`src/rtl/mcsr_pkg.sv`:
```
package mcsr_pkg;

	////////////////////////////////////////////////////////////////////////
	// Widths and sizes.
	localparam int ADDR_W      = 7;
	localparam int DATA_W      = 8;
	localparam int PC_W        = 12;
	localparam int PROG_W      = 11;
	localparam int JUMP_W      = 10;
	localparam int STACK_DEPTH = 8;
	localparam int SP_W        = $clog2(STACK_DEPTH);
	localparam int RAM_WORDS   = 80;
	localparam int RAM_IDX_W   = 7;

	////////////////////////////////////////////////////////////////////////
	// Register port address map.
	localparam logic [5:0] ADDR_INDIRECT  = 6'h00;
	localparam logic [5:0] ADDR_TIMER     = 6'h01;
	localparam logic [5:0] ADDR_PC_LOW    = 6'h02;
	localparam logic [5:0] ADDR_STATUS    = 6'h03;
	localparam logic [5:0] ADDR_RAM_SEL   = 6'h04;
	localparam logic [5:0] ADDR_GEN_BASE  = 6'h10;
	localparam logic [5:0] ADDR_BANK_BASE = 6'h20;
	localparam int         ADDR_CTRL_BIT  = 6;
	localparam logic [5:0] CTRL_TIMER_OFS = 6'h01;
	localparam logic [5:0] CTRL_PSC_OFS   = 6'h0C;

	localparam logic [RAM_IDX_W-1:0] GEN_WORDS  = 7'h10;
	localparam logic [RAM_IDX_W-1:0] BANK_WORDS = 7'h20;

	////////////////////////////////////////////////////////////////////////
	// Field positions, masks and reset values.
	localparam int ST_WAKE = 7;
	localparam int ST_SEG  = 6;
	localparam int ST_PAGE = 5;
	localparam int ST_TO   = 4;
	localparam int ST_PD   = 3;
	localparam int ST_Z    = 2;
	localparam int ST_DC   = 1;
	localparam int ST_C    = 0;
	localparam logic [7:0] STATUS_WR_MASK = 8'h67;
	localparam logic [7:0] STATUS_POR     = 8'h18;
	localparam logic [7:0] RAM_SEL_MASK   = 8'h7F;
	localparam int         RAM_SEL_BANK   = 6;
	localparam int         TC_SRC         = 5;
	localparam int         TC_EDGE        = 4;
	localparam int         TC_BYPASS      = 3;
	localparam logic [7:0] TCTRL_RESET    = 8'h00;
	localparam logic [1:0] DIV2_LAST      = 2'h1;
	localparam logic [1:0] DIV4_LAST      = 2'h3;

	////////////////////////////////////////////////////////////////////////
	// Commands and carriers.
	typedef enum logic [2:0] {
		PC_HOLD = 3'h0, PC_STEP = 3'h1, PC_JUMP = 3'h2,
		PC_CALL = 3'h3, PC_RET  = 3'h4, PC_ADD  = 3'h5
	} mcsr_pc_op_t;

	typedef enum logic [1:0] {
		CORE_NONE = 2'h0, CORE_SLEEP = 2'h1, CORE_WDT_CLEAR = 2'h2
	} mcsr_core_op_t;

	typedef enum logic [1:0] {
		RC_EXTERNAL = 2'h0, RC_WATCHDOG = 2'h1, RC_WAKE = 2'h2
	} mcsr_reset_cause_t;

	typedef struct packed {
		logic [ADDR_W-1:0] addr;
		logic [DATA_W-1:0] wdata;
		logic              wr;
		logic              rd;
	} mcsr_reg_req_t;

	typedef struct packed {
		mcsr_pc_op_t       pc_op;
		logic [JUMP_W-1:0] operand;
		mcsr_core_op_t     core_op;
	} mcsr_instr_t;

	typedef struct packed {
		logic              valid;
		logic              is_add;
		logic [DATA_W-1:0] result;
		logic              carry7;
		logic              carry3;
	} mcsr_alu_t;

	typedef struct packed {
		logic [PC_W-1:0]                   pc;
		logic [STACK_DEPTH-1:0][PC_W-1:0]  stk;
		logic [SP_W-1:0]                   sp;
		logic [DATA_W-1:0]                 status;
		logic [DATA_W-1:0]                 time_clock_counter;
		logic [DATA_W-1:0]                 psc;
		logic [DATA_W-1:0]                 tctrl;
		logic [DATA_W-1:0]                 ram_sel;
		logic [RAM_WORDS-1:0][DATA_W-1:0]  ram;
		logic [DATA_W-1:0]                 rd_data;
		logic [1:0]                        div;
		logic                              tick;
		logic                              skip;
		logic                              pin_prev;
	} mcsr_state_t;

endpackage : mcsr_pkg

```
`src/rtl/mcsr_core.sv`:
```
// Our own choice: the address-and-strobe port.
`timescale 1ns/1ps
// Behaviour
// - Accesses to the pointer location reach the data word chosen by bank select.
// - Timer counts instruction cycles or chosen-polarity edges on its pin.
// - Software reads and writes the timer like any data register.
// - Prescaler clears on timer write, timer control write and every reset.
// - Program counter and every stack entry are twelve bits wide.
// - Program space is 2K words, split into 1024-word pages.
// - Every reset condition clears the program counter.
// - Jump loads the low ten counter bits from the operand.
// - Call loads the low ten bits and pushes the next address.
// - The return form reloads the counter from the stack top.
// - Accumulator add to the counter carries into bits eight and nine; bit ten takes page select.
// - Moving into the counter low byte keeps bits eight and nine.
// - Any other counter-low write also keeps bits eight and nine.
// - Jump, call and counter writes copy page select into bit ten.
// - Cycle is two or four clocks; counter writes may add a cycle.
// - Wake bit set on wake-from-sleep, cleared for other reset causes.
// - Segment bit chooses control space segment zero or one.
// - Returns never alter page select.
// - Time-out bit set by sleep, watchdog clear, power-on; cleared by time-out.
// - Power-down bit set by power-on and watchdog clear, cleared by sleep.
// - Zero flag set on zero result; bit one aux carry, bit zero carry.
// - Bank select bit seven reads zero, bit six bank, bits 5..0 address.
module mcsr_core
	import mcsr_pkg::*;
(
	input  wire logic              mclk_in,         // Oscillator clock
	input  wire logic              rstn_in,         // Power-on reset, low
	input  wire mcsr_reg_req_t     reg_req_in,      // Register port request
	output logic [DATA_W-1:0]      rd_data_out,     // Read data, next cycle
	input  wire mcsr_instr_t       instr_in,        // Instruction this cycle
	input  wire mcsr_alu_t         alu_in,          // ALU flag result
	input  wire logic              reset_event_in,  // Non-power-on reset pulse
	input  wire mcsr_reset_cause_t reset_cause_in,  // Cause of reset_event_in
	input  wire logic              tcc_pin_in,      // External counter input
	input  wire logic              clk_div_sel_in,  // 0: 2 clocks, 1: 4 clocks
	input  wire logic              cycle_opt_in,    // 1: counter writes add one
	output logic                   cycle_tick_out,  // Instruction taken now
	output logic [PROG_W-1:0]      prog_addr_out,   // Program memory address
	output logic [DATA_W-1:0]      status_out,      // Status flags
	output logic [DATA_W-1:0]      timer_value_out  // Timer count
);

	////////////////////////////////////////////////////////////////////////
	// Address helpers, shared by the read and the write path.

	// A pointer location in the target falls back to itself, which has no
	// storage, so a pointer that names the pointer reads zero.
	function automatic logic [5:0] mcsr_resolve(
		input logic [5:0]        a,
		input logic [DATA_W-1:0] sel
	);
		return (a == ADDR_INDIRECT) ? sel[5:0] : a;
	endfunction : mcsr_resolve

	function automatic logic [RAM_IDX_W-1:0] mcsr_ram_index(
		input logic [5:0] a,
		input logic       bank
	);
		logic [RAM_IDX_W-1:0] ofs;
		ofs = 7'(a);
		if (a < ADDR_BANK_BASE) begin
			return ofs - 7'(ADDR_GEN_BASE);
		end
		return GEN_WORDS + (bank ? BANK_WORDS : 7'h00)
			+ (ofs - 7'(ADDR_BANK_BASE));
	endfunction : mcsr_ram_index

	////////////////////////////////////////////////////////////////////////
	// State.

	mcsr_state_t s_reg;
	mcsr_state_t s_next;

	logic                 take;
	logic                 div_wrap;
	logic                 is_ctrl;
	logic [5:0]           ctrl_ofs;
	logic [5:0]           target;
	logic                 is_ram;
	logic [RAM_IDX_W-1:0] ram_idx;
	logic                 bank;
	logic                 seg;
	logic                 pin_edge;
	logic                 count_evt;
	logic [7:0]           psc_mask;
	logic                 psc_hit;
	logic                 tcc_wr;
	logic                 tctrl_wr;
	logic                 pc_wr;
	logic [PC_W-1:0]      pc_inc;
	logic                 page;

	assign take     = s_reg.tick;
	assign div_wrap = s_reg.div == (clk_div_sel_in ? DIV4_LAST : DIV2_LAST);
	assign is_ctrl  = reg_req_in.addr[ADDR_CTRL_BIT];
	assign ctrl_ofs = reg_req_in.addr[5:0];
	assign target   = mcsr_resolve(reg_req_in.addr[5:0], s_reg.ram_sel);
	assign is_ram   = target >= ADDR_GEN_BASE;
	assign bank     = s_reg.ram_sel[RAM_SEL_BANK];
	assign ram_idx  = mcsr_ram_index(target, bank);
	assign seg      = s_reg.status[ST_SEG];
	assign page     = s_reg.status[ST_PAGE];
	assign pc_inc   = s_reg.pc + 12'h001;

	// Control space holds the timer control in segment zero and the
	// prescaler count in segment one; other offsets are unbacked here.
	assign tctrl_wr = reg_req_in.wr && is_ctrl && !seg
		&& ctrl_ofs == CTRL_TIMER_OFS;
	assign tcc_wr   = reg_req_in.wr && !is_ctrl && target == ADDR_TIMER;
	assign pc_wr    = reg_req_in.wr && !is_ctrl && target == ADDR_PC_LOW;

	////////////////////////////////////////////////////////////////////////
	// Timer event selection and prescaler.

	// Edge select low counts rising edges, high counts falling edges.
	assign pin_edge = s_reg.tctrl[TC_EDGE]
		? (s_reg.pin_prev && !tcc_pin_in)
		: (!s_reg.pin_prev && tcc_pin_in);
	assign count_evt = s_reg.tctrl[TC_SRC] ? pin_edge : take;

	// Ratio is two to the power of the select field plus one.
	assign psc_mask = 8'((9'h002 << s_reg.tctrl[2:0]) - 9'h001);
	assign psc_hit  = s_reg.tctrl[TC_BYPASS]
		|| ((s_reg.psc | ~psc_mask) == 8'hFF);

	////////////////////////////////////////////////////////////////////////
	// Next state.

	always_comb begin
		s_next = s_reg;
		s_next.pin_prev = tcc_pin_in;

		// Instruction cycle strobe; a counter write may swallow one strobe.
		s_next.div  = div_wrap ? 2'h0 : s_reg.div + 2'h1;
		s_next.tick = div_wrap && !s_reg.skip;
		if (div_wrap && s_reg.skip) begin
			s_next.skip = 1'b0;
		end

		// Timer and prescaler counting.
		if (count_evt) begin
			if (psc_hit) begin
				s_next.psc = 8'h00;
				s_next.time_clock_counter = s_reg.time_clock_counter + 8'h01;
			end else begin
				s_next.psc = s_reg.psc + 8'h01;
			end
		end

		// Program counter sequencing. Bit ten takes the page bit on every load
		// except a return, so the target lands in page 000-3FF or 400-7FF.
		if (take) begin
			unique case (instr_in.pc_op)
				PC_HOLD: begin
				end
				PC_STEP: begin
					s_next.pc = pc_inc;
				end
				PC_JUMP: begin
					s_next.pc = {s_reg.pc[11], page,
						instr_in.operand};
				end
				PC_CALL: begin
					s_next.pc = {s_reg.pc[11], page,
						instr_in.operand};
					s_next.stk[s_reg.sp] = pc_inc;
					s_next.sp = s_reg.sp + SP_W'(1);
				end
				PC_RET: begin
					// Page select is left alone so the caller's page returns.
					s_next.pc = s_reg.stk[s_reg.sp - SP_W'(1)];
					s_next.sp = s_reg.sp - SP_W'(1);
				end
				PC_ADD: begin
					s_next.pc = s_reg.pc + 12'(instr_in.operand[7:0]);
					s_next.pc[10] = page;
				end
				default: begin
				end
			endcase
			if (cycle_opt_in && (instr_in.pc_op == PC_JUMP
				|| instr_in.pc_op == PC_CALL || instr_in.pc_op == PC_RET
				|| instr_in.pc_op == PC_ADD)) begin
				s_next.skip = 1'b1;
			end
		end

		// Register port writes.
		if (reg_req_in.wr) begin
			if (is_ctrl) begin
				if (tctrl_wr) begin
					s_next.tctrl = reg_req_in.wdata;
				end
			end else if (is_ram) begin
				s_next.ram[ram_idx] = reg_req_in.wdata;
			end else begin
				unique case (target)
					ADDR_TIMER: begin
						s_next.time_clock_counter = reg_req_in.wdata;
					end
					ADDR_PC_LOW: begin
						s_next.pc = {s_reg.pc[11], page, s_reg.pc[9:8],
							reg_req_in.wdata};
						s_next.skip = cycle_opt_in;
					end
					ADDR_STATUS: begin
						s_next.status = (s_reg.status & ~STATUS_WR_MASK)
							| (reg_req_in.wdata & STATUS_WR_MASK);
					end
					ADDR_RAM_SEL: begin
						s_next.ram_sel = reg_req_in.wdata & RAM_SEL_MASK;
					end
					default: begin
					end
				endcase
			end
		end

		// Prescaler clear on timer or timer control write.
		if (tcc_wr || tctrl_wr) begin
			s_next.psc = 8'h00;
		end

		// Hardware flag updates win over a software write in the same cycle.
		if (take && alu_in.valid) begin
			s_next.status[ST_Z] = alu_in.result == 8'h00;
			if (alu_in.is_add) begin
				s_next.status[ST_C]  = alu_in.carry7;
				s_next.status[ST_DC] = alu_in.carry3;
			end
		end
		if (take) begin
			unique case (instr_in.core_op)
				CORE_NONE: begin
				end
				CORE_SLEEP: begin
					s_next.status[ST_TO] = 1'b1;
					s_next.status[ST_PD] = 1'b0;
				end
				CORE_WDT_CLEAR: begin
					s_next.status[ST_TO] = 1'b1;
					s_next.status[ST_PD] = 1'b1;
				end
				default: begin
				end
			endcase
		end

		// Read data stand for exactly one cycle after the strobe.
		s_next.rd_data = 8'h00;
		if (reg_req_in.rd) begin
			if (is_ctrl) begin
				if (!seg && ctrl_ofs == CTRL_TIMER_OFS) begin
					s_next.rd_data = s_reg.tctrl;
				end else if (seg && ctrl_ofs == CTRL_PSC_OFS) begin
					s_next.rd_data = s_reg.psc;
				end
			end else if (is_ram) begin
				s_next.rd_data = s_reg.ram[ram_idx];
			end else begin
				unique case (target)
					ADDR_TIMER: begin
						s_next.rd_data = s_reg.time_clock_counter;
					end
					ADDR_PC_LOW: begin
						s_next.rd_data = s_reg.pc[7:0];
					end
					ADDR_STATUS: begin
						s_next.rd_data = s_reg.status;
					end
					ADDR_RAM_SEL: begin
						s_next.rd_data = s_reg.ram_sel;
					end
					default: begin
						s_next.rd_data = 8'h00;
					end
				endcase
			end
		end

		// A non-power-on reset overrides everything it touches. It restarts
		// the cycle strobe so the first instruction sees a clean cycle.
		if (reset_event_in) begin
			s_next.pc   = 12'h000;
			s_next.psc  = 8'h00;
			s_next.skip = 1'b0;
			s_next.tick = 1'b0;
			s_next.div  = 2'h0;
			s_next.status[ST_WAKE] = reset_cause_in == RC_WAKE;
			if (reset_cause_in == RC_WATCHDOG) begin
				s_next.status[ST_TO] = 1'b0;
			end
		end
	end

	////////////////////////////////////////////////////////////////////////
	// Registers.

	// Data memory contents are not reset; only control state is.
	always_ff @(posedge mclk_in) begin
		if (!rstn_in) begin
			s_reg.pc       <= 12'h000;
			s_reg.stk      <= '0;
			s_reg.sp       <= '0;
			s_reg.status   <= STATUS_POR;
			s_reg.time_clock_counter      <= 8'h00;
			s_reg.psc      <= 8'h00;
			s_reg.tctrl    <= TCTRL_RESET;
			s_reg.ram_sel  <= 8'h00;
			s_reg.ram      <= s_next.ram;
			s_reg.rd_data  <= 8'h00;
			s_reg.div      <= 2'h0;
			s_reg.tick     <= 1'b0;
			s_reg.skip     <= 1'b0;
			s_reg.pin_prev <= 1'b0;
		end else begin
			s_reg <= s_next;
		end
	end

	////////////////////////////////////////////////////////////////////////
	// Outputs, all straight from state flops.

	assign rd_data_out     = s_reg.rd_data;
	assign cycle_tick_out  = s_reg.tick;
	assign prog_addr_out   = s_reg.pc[PROG_W-1:0];
	assign status_out      = s_reg.status;
	assign timer_value_out = s_reg.time_clock_counter;

endmodule : mcsr_core

```
`config.mk`:
```
export PLATFORM = sky130hd
export DESIGN_NAME = mcsr_core
export DESIGN_NICKNAME = d
export VERILOG_FILES = /design/src/rtl/mcsr_pkg.sv /design/src/rtl/mcsr_core.sv
export SDC_FILE = /design/constraint.sdc
export NUM_CORES = 1
export LEC_CHECK = 0
export ABC_CLOCK_PERIOD_IN_PS = 6600
export BUFFER_PORTS_ARGS = -buffer_cell sky130_fd_sc_hd__buf_2
export CORE_MARGIN = 1
export CORE_UTILIZATION = 53
export CTS_CLUSTER_SIZE = 8
export DETAILED_ROUTE_END_ITERATION = 7
export MAX_ROUTING_LAYER = met4
export PLACE_DENSITY = 0.74
export SLEW_MARGIN = 20
export SYNTH_ARGS = -nofsm -noshare
export SYNTH_HDL_FRONTEND = slang
export SYNTH_SLANG_ARGS = --single-unit
```
`constraint.sdc`:
```
create_clock -name mclk_in -period 6.6 [get_ports mclk_in]
set_clock_uncertainty 0.05 [all_clocks]
set_input_delay 1.98 -clock mclk_in [delete_from_list [all_inputs] [get_ports mclk_in]]
set_output_delay 1.98 -clock mclk_in [all_outputs]
set_load 0.02 [all_outputs]
```
=== Word level (Yosys, flattened, before mapping) ===
Index checks and enable logic that the tools add are counted.

* Register bits after elaboration: 803
* Word-level logic and storage cells: 252

* $add $sub $neg: 12
* Order comparisons: 7
* Eq/ne operators: 22
* Shift operators: 1
* Muxes and demuxes: 56
* Bitwise logic cells: 6
* Reductions and logical operators: 44

{| class="wikitable"
|+ Operators with widths
! operator !! number
|-
| two-way mux 640 bit || 3
|-
| bitwise mux 640 bit || 1
|-
| two-way mux 111 bit || 1
|-
| bitwise mux 96 bit || 1
|-
| two-way mux 96 bit || 1
|-
| two-way mux 8 bit || 10
|-
| two-way mux 12 bit || 6
|-
| two-way mux 16 bit || 4
|-
| binary-select mux 8 bit (select 7 bit) || 1
|-
| demux 8 bit (select 7 bit) || 1
|-
| case mux 12 bit (4 select lines) || 1
|-
| binary-select mux 12 bit (select 3 bit) || 1
|-
| demux 12 bit (select 3 bit) || 1
|-
| case mux 8 bit (4 select lines) || 1
|-
| adder 8 x 1 -> 8 bit (second input constant) || 2
|-
| AND reduction 4 bit || 4
|-
| logical AND 1 bit || 15
|-
| two-way mux 7 bit || 2
|-
| two-way mux 1 bit || 13
|-
| adder 12 x 1 -> 12 bit (second input constant) || 1
|-
| adder 12 x 8 -> 12 bit || 1
|-
| equality test 6 x 1 -> 1 bit (second input constant) || 2
|-
| equality test 6 x 2 -> 1 bit (second input constant) || 2
|-
| two-way mux 6 bit || 2
|-
| other kinds (44) || 71
|}

=== Longest topological paths before layout ===
Gate-level depths: netlist of the first run.

* Depth in word-level cells: 16
* Gate-level depth with buffers: 15

=== Least setup slack after synthesis of the first run ===
No wires, ideal clock.

* Path kind: input-to-reg
* Start: in reg_req_in[15] (netlist name)
* End: reg s_reg[549] (netlist name) (enable)
* Arrival time: 4681 ps
* Slack: 1499 ps
* Stages on the path: 10
* Cells stage by stage: buf_4 -> nor4_4 -> a31oi_4 -> ha_1 -> inv_1 -> ha_1 -> or4_1 -> clkbuf_2 -> clkbuf_1 -> nor2_1

* Cells in the longest elaborated chain, start to end: 13
* Elaborated cells on any way between the ends: 19

{| class="wikitable"
|+ Ends and longest elaborated chain
! what !! RTL line !! source
|-
| start: declaration || mcsr_core.sv:31 || <nowiki>input wire mcsr_reg_req_t reg_req_in,</nowiki>
|-
| logical NOT 6 bit || mcsr_core.sv:55 || <nowiki>return (a == ADDR_INDIRECT) ? sel[5:0] : a;</nowiki>
|-
| two-way mux 6 bit * || mcsr_core.sv:55 ||
|-
| subtractor 6 x 6 -> 7 bit, or another cell as far along || mcsr_core.sv:68 || <nowiki>+ (ofs - 7'(ADDR_BANK_BASE));</nowiki>
|-
| adder 7 bit, or another cell as far along || mcsr_core.sv:68 ||
|-
| two-way mux 7 bit || mcsr_core.sv:67 || <nowiki>return GEN_WORDS + (bank ? BANK_WORDS : 7'h00)</nowiki>
|-
| < comparator 7 x 8 -> 1 bit (implied by the code) / greater-or-equal comparator 7 x 1 -> 1 bit (equally long branches) || mcsr_core.sv:198 || <nowiki>s_next.ram[ram_idx] = reg_req_in.wdata;</nowiki>
|-
| logical AND 1 bit (implied by the code) || mcsr_core.sv:198 ||
|-
| two-way mux 8 bit (implied by the code) || mcsr_core.sv:198 ||
|-
| demux 8 bit (select 7 bit) || mcsr_core.sv:198 ||
|-
| bitwise mux 640 bit || mcsr_core.sv:198 ||
|-
| two-way mux 640 bit * || mcsr_core.sv:197 || <nowiki>end else if (is_ram) begin</nowiki>
|-
| two-way mux 640 bit * || mcsr_core.sv:193 || <nowiki>if (is_ctrl) begin</nowiki>
|-
| two-way mux 640 bit * || mcsr_core.sv:192 || <nowiki>if (reg_req_in.wr) begin</nowiki>
|-
| end signal: assignment || mcsr_core.sv:320 || <nowiki>s_reg <= s_next;</nowiki>
|-
| end: declaration || mcsr_core.sv:74 || <nowiki>mcsr_state_t s_reg;</nowiki>
|}

Mark *: on every way between the ends. The rest lies on a longest branch, timed or not. The select of a mux whose other input is x is not followed.
A chain may end at the register's enable or synchronous reset.

=== Worst setup path after layout of the first run ===
* Start: in reg_req_in[15] (netlist name)
* End: reg s_reg, in the netlist rd_data_out[1]

* Cells in the longest elaborated chain, start to end: 9
* Elaborated cells on any way between the ends: 25

{| class="wikitable"
|+ Ends and longest elaborated chain
! what !! RTL line !! source
|-
| logical NOT 6 bit || mcsr_core.sv:55 ||
|-
| two-way mux 6 bit || mcsr_core.sv:55 ||
|-
| subtractor 6 x 6 -> 7 bit, or another cell as far along || mcsr_core.sv:68 ||
|-
| adder 7 bit, or another cell as far along || mcsr_core.sv:68 ||
|-
| two-way mux 7 bit || mcsr_core.sv:67 ||
|-
| binary-select mux 8 bit (select 7 bit) || mcsr_core.sv:262 || <nowiki>s_next.rd_data = s_reg.ram[ram_idx];</nowiki>
|-
| two-way mux 8 bit (implied by the code) || mcsr_core.sv:262 ||
|-
| two-way mux 8 bit || mcsr_core.sv:261 || <nowiki>end else if (is_ram) begin</nowiki>
|-
| two-way mux 8 bit * || mcsr_core.sv:255 || <nowiki>if (is_ctrl) begin</nowiki>
|}

Marked as above.

==> impl_metrics.tcl, run 1 <==
set metrics [dict create \
    p_sw_share_pct 22.0 \
    critPathKind "in -> reg" \
    final_cell_mix "edfxtp_1, nor2_1, mux2i_1" \
    synth_warnings 0 \
    overflow 0 \
    grtUsageTotal_pct 29.4 \
    clockRootBuffer "clkbuf_16" \
    status "finished with violations" \
    relSlewSlack_pct 23.3 \
    regArea_sq_um 22300 \
    core_area_sq_um 61600 \
    gp_congestion 1.01 \
    ant_nets 0 \
    postLayoutSetupSlackWorst_ns 1.27 \
    synthesis.nets 2489 \
    fin_cells 3418 \
    synth_edf_count 640 \
    drt-total-wl_um 91100 \
    rsz0062_at_grt "no" \
    worst_pin_slew_ns 1.15 \
    seq_power_share_pct 49.5 \
    dieWidth_um 251 \
    p_per_area_nw_per_um2 292 \
    r2r_slack_ns 2.38 \
    end_kind "register" \
    largest_register_ffs 757 \
    setup_viol 0 \
    p_clk_share_pct 45.5 \
    port_buffers 87 \
    power_frac_comb_pct 5.0 \
    synthToLayoutAreaGrowth_pct 14.0 \
    drive_gt1_share_pct 14.5 \
    die_area_sq_um 63200 \
    netlist_instances 2420 \
    cts_resized 0 \
    fillers 4568 \
    grt_pass1_vias 21500 \
    cp_max_fo 42 \
    cts_setup_buffers 0 \
    antenna_found_initial 5 \
    cp-start-kind "input port" \
    min_period_ns 5.33 \
    synth_area_leader_cell "edfxtp_1" \
    dr.pass1.iters 8 \
    cts_tree "done" \
    cts.sinks 794 \
    synth_area_sq_um 32900 \
    h-tree-depth 3 \
    hold_viol 0 \
    drt_iter0_drc 3089 \
    yosysSeqAreaShare_pct 67.7 \
    peakVddDrop_mv 0.219 \
    multi_input_area_sq_um 9770 \
    start_util_pct 53.5 \
    preCtsSetupSlack_ns 0.877 \
    p_leak_nw 12.6 \
    holdBufCountCts 0 \
    cts_buffers 109 \
    violations "design-rule violations" \
    via_count 22200 \
    synth-main-ff-cell "edfxtp_1" \
    p_switching_mw 2.42 \
    routed_via_density 6.49 \
    chipHeight_um 251 \
    cp_data_required_time_ns 7.10 \
    clockBufferDepth 3 \
    power.internal_mw 8.55 \
    clk_pin_slew_worst_paths_ns 0.05 \
    fmax_mhz 188 \
    grt_start_max_net_pins 83 \
    clk_latency_ns 0.67 \
    grt_pass1_wl_um 134000 \
    synth_top_cell_area_share_pct 58.3 \
    rows 91 \
    drcViolationCount 4 \
    synthArstFlopShare_pct 0 \
    drv_cap 0 \
    io_pins 88 \
    wire_per_inst_um 26.7 \
    synth-seq-cells 794 \
    hold_path_class "reg -> reg" \
    synth_cell_types 78 \
    maxSlewViolCount 0 \
    fin_crit_sh_pct 80.7 \
    nNetsFinal 2616 \
    synth_area_per_cell_sq_um 13.6 \
    layout_commonest_cell "edfxtp_1" \
    tns_ns 0 \
    synth_area_leaders "edfxtp_1, dfxtp_1, mux2i_1" \
    hpwlAfterDp_um 57100 \
    dp_cells 3273 \
    crit_arrival_ns 5.83 \
]
## through the flow
stage / instance area, sq um / power (mW) / hold slack, ns / utilization, %
after CTS: 37500 / 11.0 / 0.364 / 60.9
after global placement: 34500 / 6.04 / 0.361 / 56.1
final: 37500 / 11.0 / 0.368 / 61.0
after floorplan: 32900 / 5.81 / 0.348 / -
after detailed placement: 34500 / 6.05 / 0.365 / 56.1
after global routing: 37500 / 11.2 / 0.385 / 60.9
## cells in the mapped netlist (all sizes together) (5+ instances only)
library cell and instances:
a211oi 94, a21o 7, a21oi 72, a221o 6
a221oi 32, a22o 7, a22oi 21, a31oi 13
a32oi 5, a41oi 7, and2 6, buf 102
clkbuf 82, dfxtp 154, edfxtp 640, ha 16
inv 17, mux2i 252, mux4 23, nand2 162
nand2b 10, nand3 46, nand4 8, nor2 261
nor3 22, nor4 8, o2111ai 8, o211ai 12
o21ai 98, o221ai 8, o22ai 114, o32ai 6
or3 6, xnor2 14, xor2 17
## logic make-up (layout without fill, tap and decap cells)
family | after synthesis | after routing | share of synthesized area (%)
xor gates and xnor gates | 31 | 31 | 0.824
DFF | 794 | 794 | 67.7
buffers and inverters | 201 | 359 | 2.98
and+or+nand+nor | 554 | 554 | 7.31
adders and majority gates | 17 | 17 | 0.668
AOI/OAI and AO/OA | 544 | 544 | 11.2
muxes | 279 | 279 | 9.37
other | 0 | 3 | 0
## area by class of cell
| class | instances | area share [%] |
|---|---|---|
| diodes | 3 | 0.0200 |
| well taps | 837 | 2.79 |
| clock buffers | 135 | 7.58 |
| multi-input cells | 1425 | 26.0 |
| clock inverters | 7 | 0.370 |
| repair buffers | 200 | 3.66 |
| inverters | 17 | 0.173 |
| flip-flops and latches | 794 | 59.4 |
## worst max-delay path: stages
cell and delay [ns]:
buf_2 0.18, nor4b_1 0.69, a21o_4 0.57, buf_12 0.34
mux2i_1 0.39, o22ai_1 0.12, o21ai_0 0.61, o311a_1 0.39
o211ai_1 0.18, o31a_1 0.29
## layer usage
metal	wire length, um	share of wire, %	global-route usage [%]
met4	2950	3.2	10.5
met2	41800	46	44.4
met3	11400	12	7.04
met1	35000	38	39.1
met5	0	0	-
## final timing paths
check | startpoint | to | cells past startpoint
max reg2reg | s_reg[655] | rd_data_out[1] | 10
min reg2reg | s_reg[1] | cycle_tick_out | 1
min | s_reg[1] | cycle_tick_out | 1
max | reg_req_in[15] | rd_data_out[1] | 10
## power by group through the flow
stage / logic (mW) / registers [mW] / clock network (mW)
6_report: 0.550 / 5.43 / 4.99
4_1_cts: 0.534 / 5.43 / 5.02
3_5_place_dp: 0.531 / 5.52 / 0
5_1_grt: 0.572 / 5.42 / 5.23
2_1_floorplan: 0.286 / 5.52 / 0
3_3_place_gp: 0.522 / 5.52 / 0
(Power assumes the default switching activity.)
==> run 2: changes to the inputs <==
--- a/config.mk
+++ b/config.mk
@@ -5,7 +5,7 @@
 export SDC_FILE = /design/constraint.sdc
 export NUM_CORES = 1
 export LEC_CHECK = 0
-export ABC_CLOCK_PERIOD_IN_PS = 6600
+export ABC_CLOCK_PERIOD_IN_PS = 5500
 export BUFFER_PORTS_ARGS = -buffer_cell sky130_fd_sc_hd__buf_2
 export CORE_MARGIN = 1
 export CORE_UTILIZATION = 53
==> constraint.sdc (replaced) <==
create_clock -name mclk_in -period 5.5 [get_ports mclk_in]
set_clock_uncertainty 0.05 [all_clocks]
set_input_delay 1.65 -clock mclk_in [delete_from_list [all_inputs] [get_ports mclk_in]]
set_output_delay 1.65 -clock mclk_in [all_outputs]
set_load 0.02 [all_outputs]
==> impl_metrics.tcl, run 2 (synthesized netlist as in run 1, its figures left out) <==
set metrics [dict create \
    setup_viol 0 \
    r2r.worst_path.cells 9 \
    cts_resized 0 \
    maxSlewViolCount 0 \
    core_area_sq_um 61600 \
    die_area_sq_um 63200 \
    cp-start-kind "input port" \
    p_per_area_nw_per_um2 349 \
    crit_end "rd_data_out[5]" \
    cts_setup_buffers 0 \
    h-tree-depth 3 \
    cp_data_required_time_ns 5.99 \
    chipHeight_um 251 \
    end_kind "register" \
    largest_register_ffs 757 \
    rsz0062_at_grt "no" \
    fillers 4479 \
    tns_ns 0 \
    cts.sinks 794 \
    wire_per_inst_um 26.2 \
    final_cell_mix "edfxtp_1, nor2_1, mux2i_1" \
    routed_via_density 6.41 \
    rows 91 \
    peakVddDrop_mv 0.242 \
    drv_cap 0 \
    layout_commonest_cell "edfxtp_1" \
    hold_viol 0 \
    crit_arrival_ns 4.94 \
    grt_pass1_wl_um 136000 \
    placed_area_sq_um 34900 \
    drt_iter0_drc 3098 \
    drive_gt1_share_pct 16.0 \
    holdBufCountCts 0 \
    drcViolationCount 0 \
    grt_start_max_net_pins 68 \
    grt_pass1_vias 21900 \
    critPathKind "in -> reg" \
    fin_crit_sh_pct 81.0 \
    r2r-start "s_reg[655]" \
    clk_pin_slew_worst_paths_ns 0.06 \
    p_total_mw 13.3 \
    fmax_mhz 224 \
    dr.pass1.iters 6 \
    clockRootBuffer "clkbuf_16" \
    rr_endpoint "rd_data_out[5]" \
    status "finished clean" \
    start_util_pct 53.5 \
    via_count 22300 \
    antenna_found_initial 3 \
    ant_nets 0 \
    worst_pin_slew_ns 1.18 \
    dieWidth_um 251 \
    fin_area_sq_um 38000 \
    io_pins 88 \
    cp_max_fo 24 \
    multi_input_area_sq_um 9760 \
    startpoint "reg_req_in[15]" \
    clockBufferDepth 3 \
    gp_congestion 0.964 \
    cts_tree "done" \
    r2r_slack_ns 1.86 \
    hpwlAfterDp_um 57000 \
    synthToLayoutAreaGrowth_pct 15.5 \
    port_buffers 87 \
    cts_buffers 109 \
    clk_latency_ns 0.67 \
    overflow 0 \
    drt-total-wl_um 91300 \
    nNetsFinal 2667 \
    regArea_sq_um 22300 \
    min_period_ns 4.46 \
    relSlewSlack_pct 21.6 \
    grtUsageTotal_pct 29.7 \
    p_leak_nw 12.9 \
    hold_path_class "reg -> reg" \
]
==> run 2: changes by cell type in the layout (fill, tap and decap cells not counted), moves of 2 or more <==
cell	previous run	this run
buf_12	7	10
buf_4	107	154
clkbuf_1	25	38
clkinv_8	2	0
diode_2	3	5
nor2_1	258	261
nor2_2	3	0
nor3_2	3	5
nor3_4	2	0
==> run 2: cell type report <==
type                       instances  area share, %
inverter                          17          0.171
clock buffer                     148           7.61
clock inverter                     7          0.414
tap                              837           2.75
antenna                            5         0.0329
multi-input combinational       1425           25.7
timing repair buffer             251           4.71
sequential                       794           58.6
==> run 2: worst min-delay path by stage <==
stage | start | to | slack (ns) | cells past startpoint
after floorplan | s_reg[1] | cycle_tick_out | 0.35 | 1
after global placement | s_reg[1] | cycle_tick_out | 0.36 | 1
after detailed placement | s_reg[1] | cycle_tick_out | 0.37 | 1
after CTS | s_reg[1] | cycle_tick_out | 0.38 | 1
after global routing | s_reg[1] | cycle_tick_out | 0.38 | 1
final | s_reg[1] | cycle_tick_out | 0.38 | 1
==> run 2: metal layers <==
| metal | wire length (um) | global-route usage (%) | share of wire, % |
|---|---|---|---|
| met1 | 36300 | 39.7 | 40 |
| met2 | 41300 | 43.4 | 45 |
| met3 | 10300 | 7.66 | 11 |
| met4 | 3420 | 12.2 | 3.7 |
| met5 | 0 | - | 0 |
==> run 2: critical path, cell delays in order <==
cell and delay [ns]:
buf_2 0.19, nor4b_1 0.33, buf_4 0.19, a21o_4 0.42, buf_12 0.26, buf_4 0.21, mux2i_1 0.31, o22ai_1 0.19
o21ai_0 0.32, nand2_1 0.07, o21ai_0 0.57, a21oi_1 0.18
==> run 2: metrics by stage <==
step                      hold WS, ns  utilization (%)  cells  setup WS (ns)
after global placement          0.361             56.7   3323          0.584
after floorplan                 0.348                -   2420          0.729
final                           0.380             61.7   3484           1.04
after global routing            0.382             61.7   3482           1.04
after CTS                       0.377             61.7   3478           1.27
after detailed placement        0.366             56.7   3323          0.543
==> run 2: power breakdown <==
part	internal, mW	switching, mW
Clock	3.65	2.42
Sequential	6.51	0.00965
Combinational	0.192	0.474
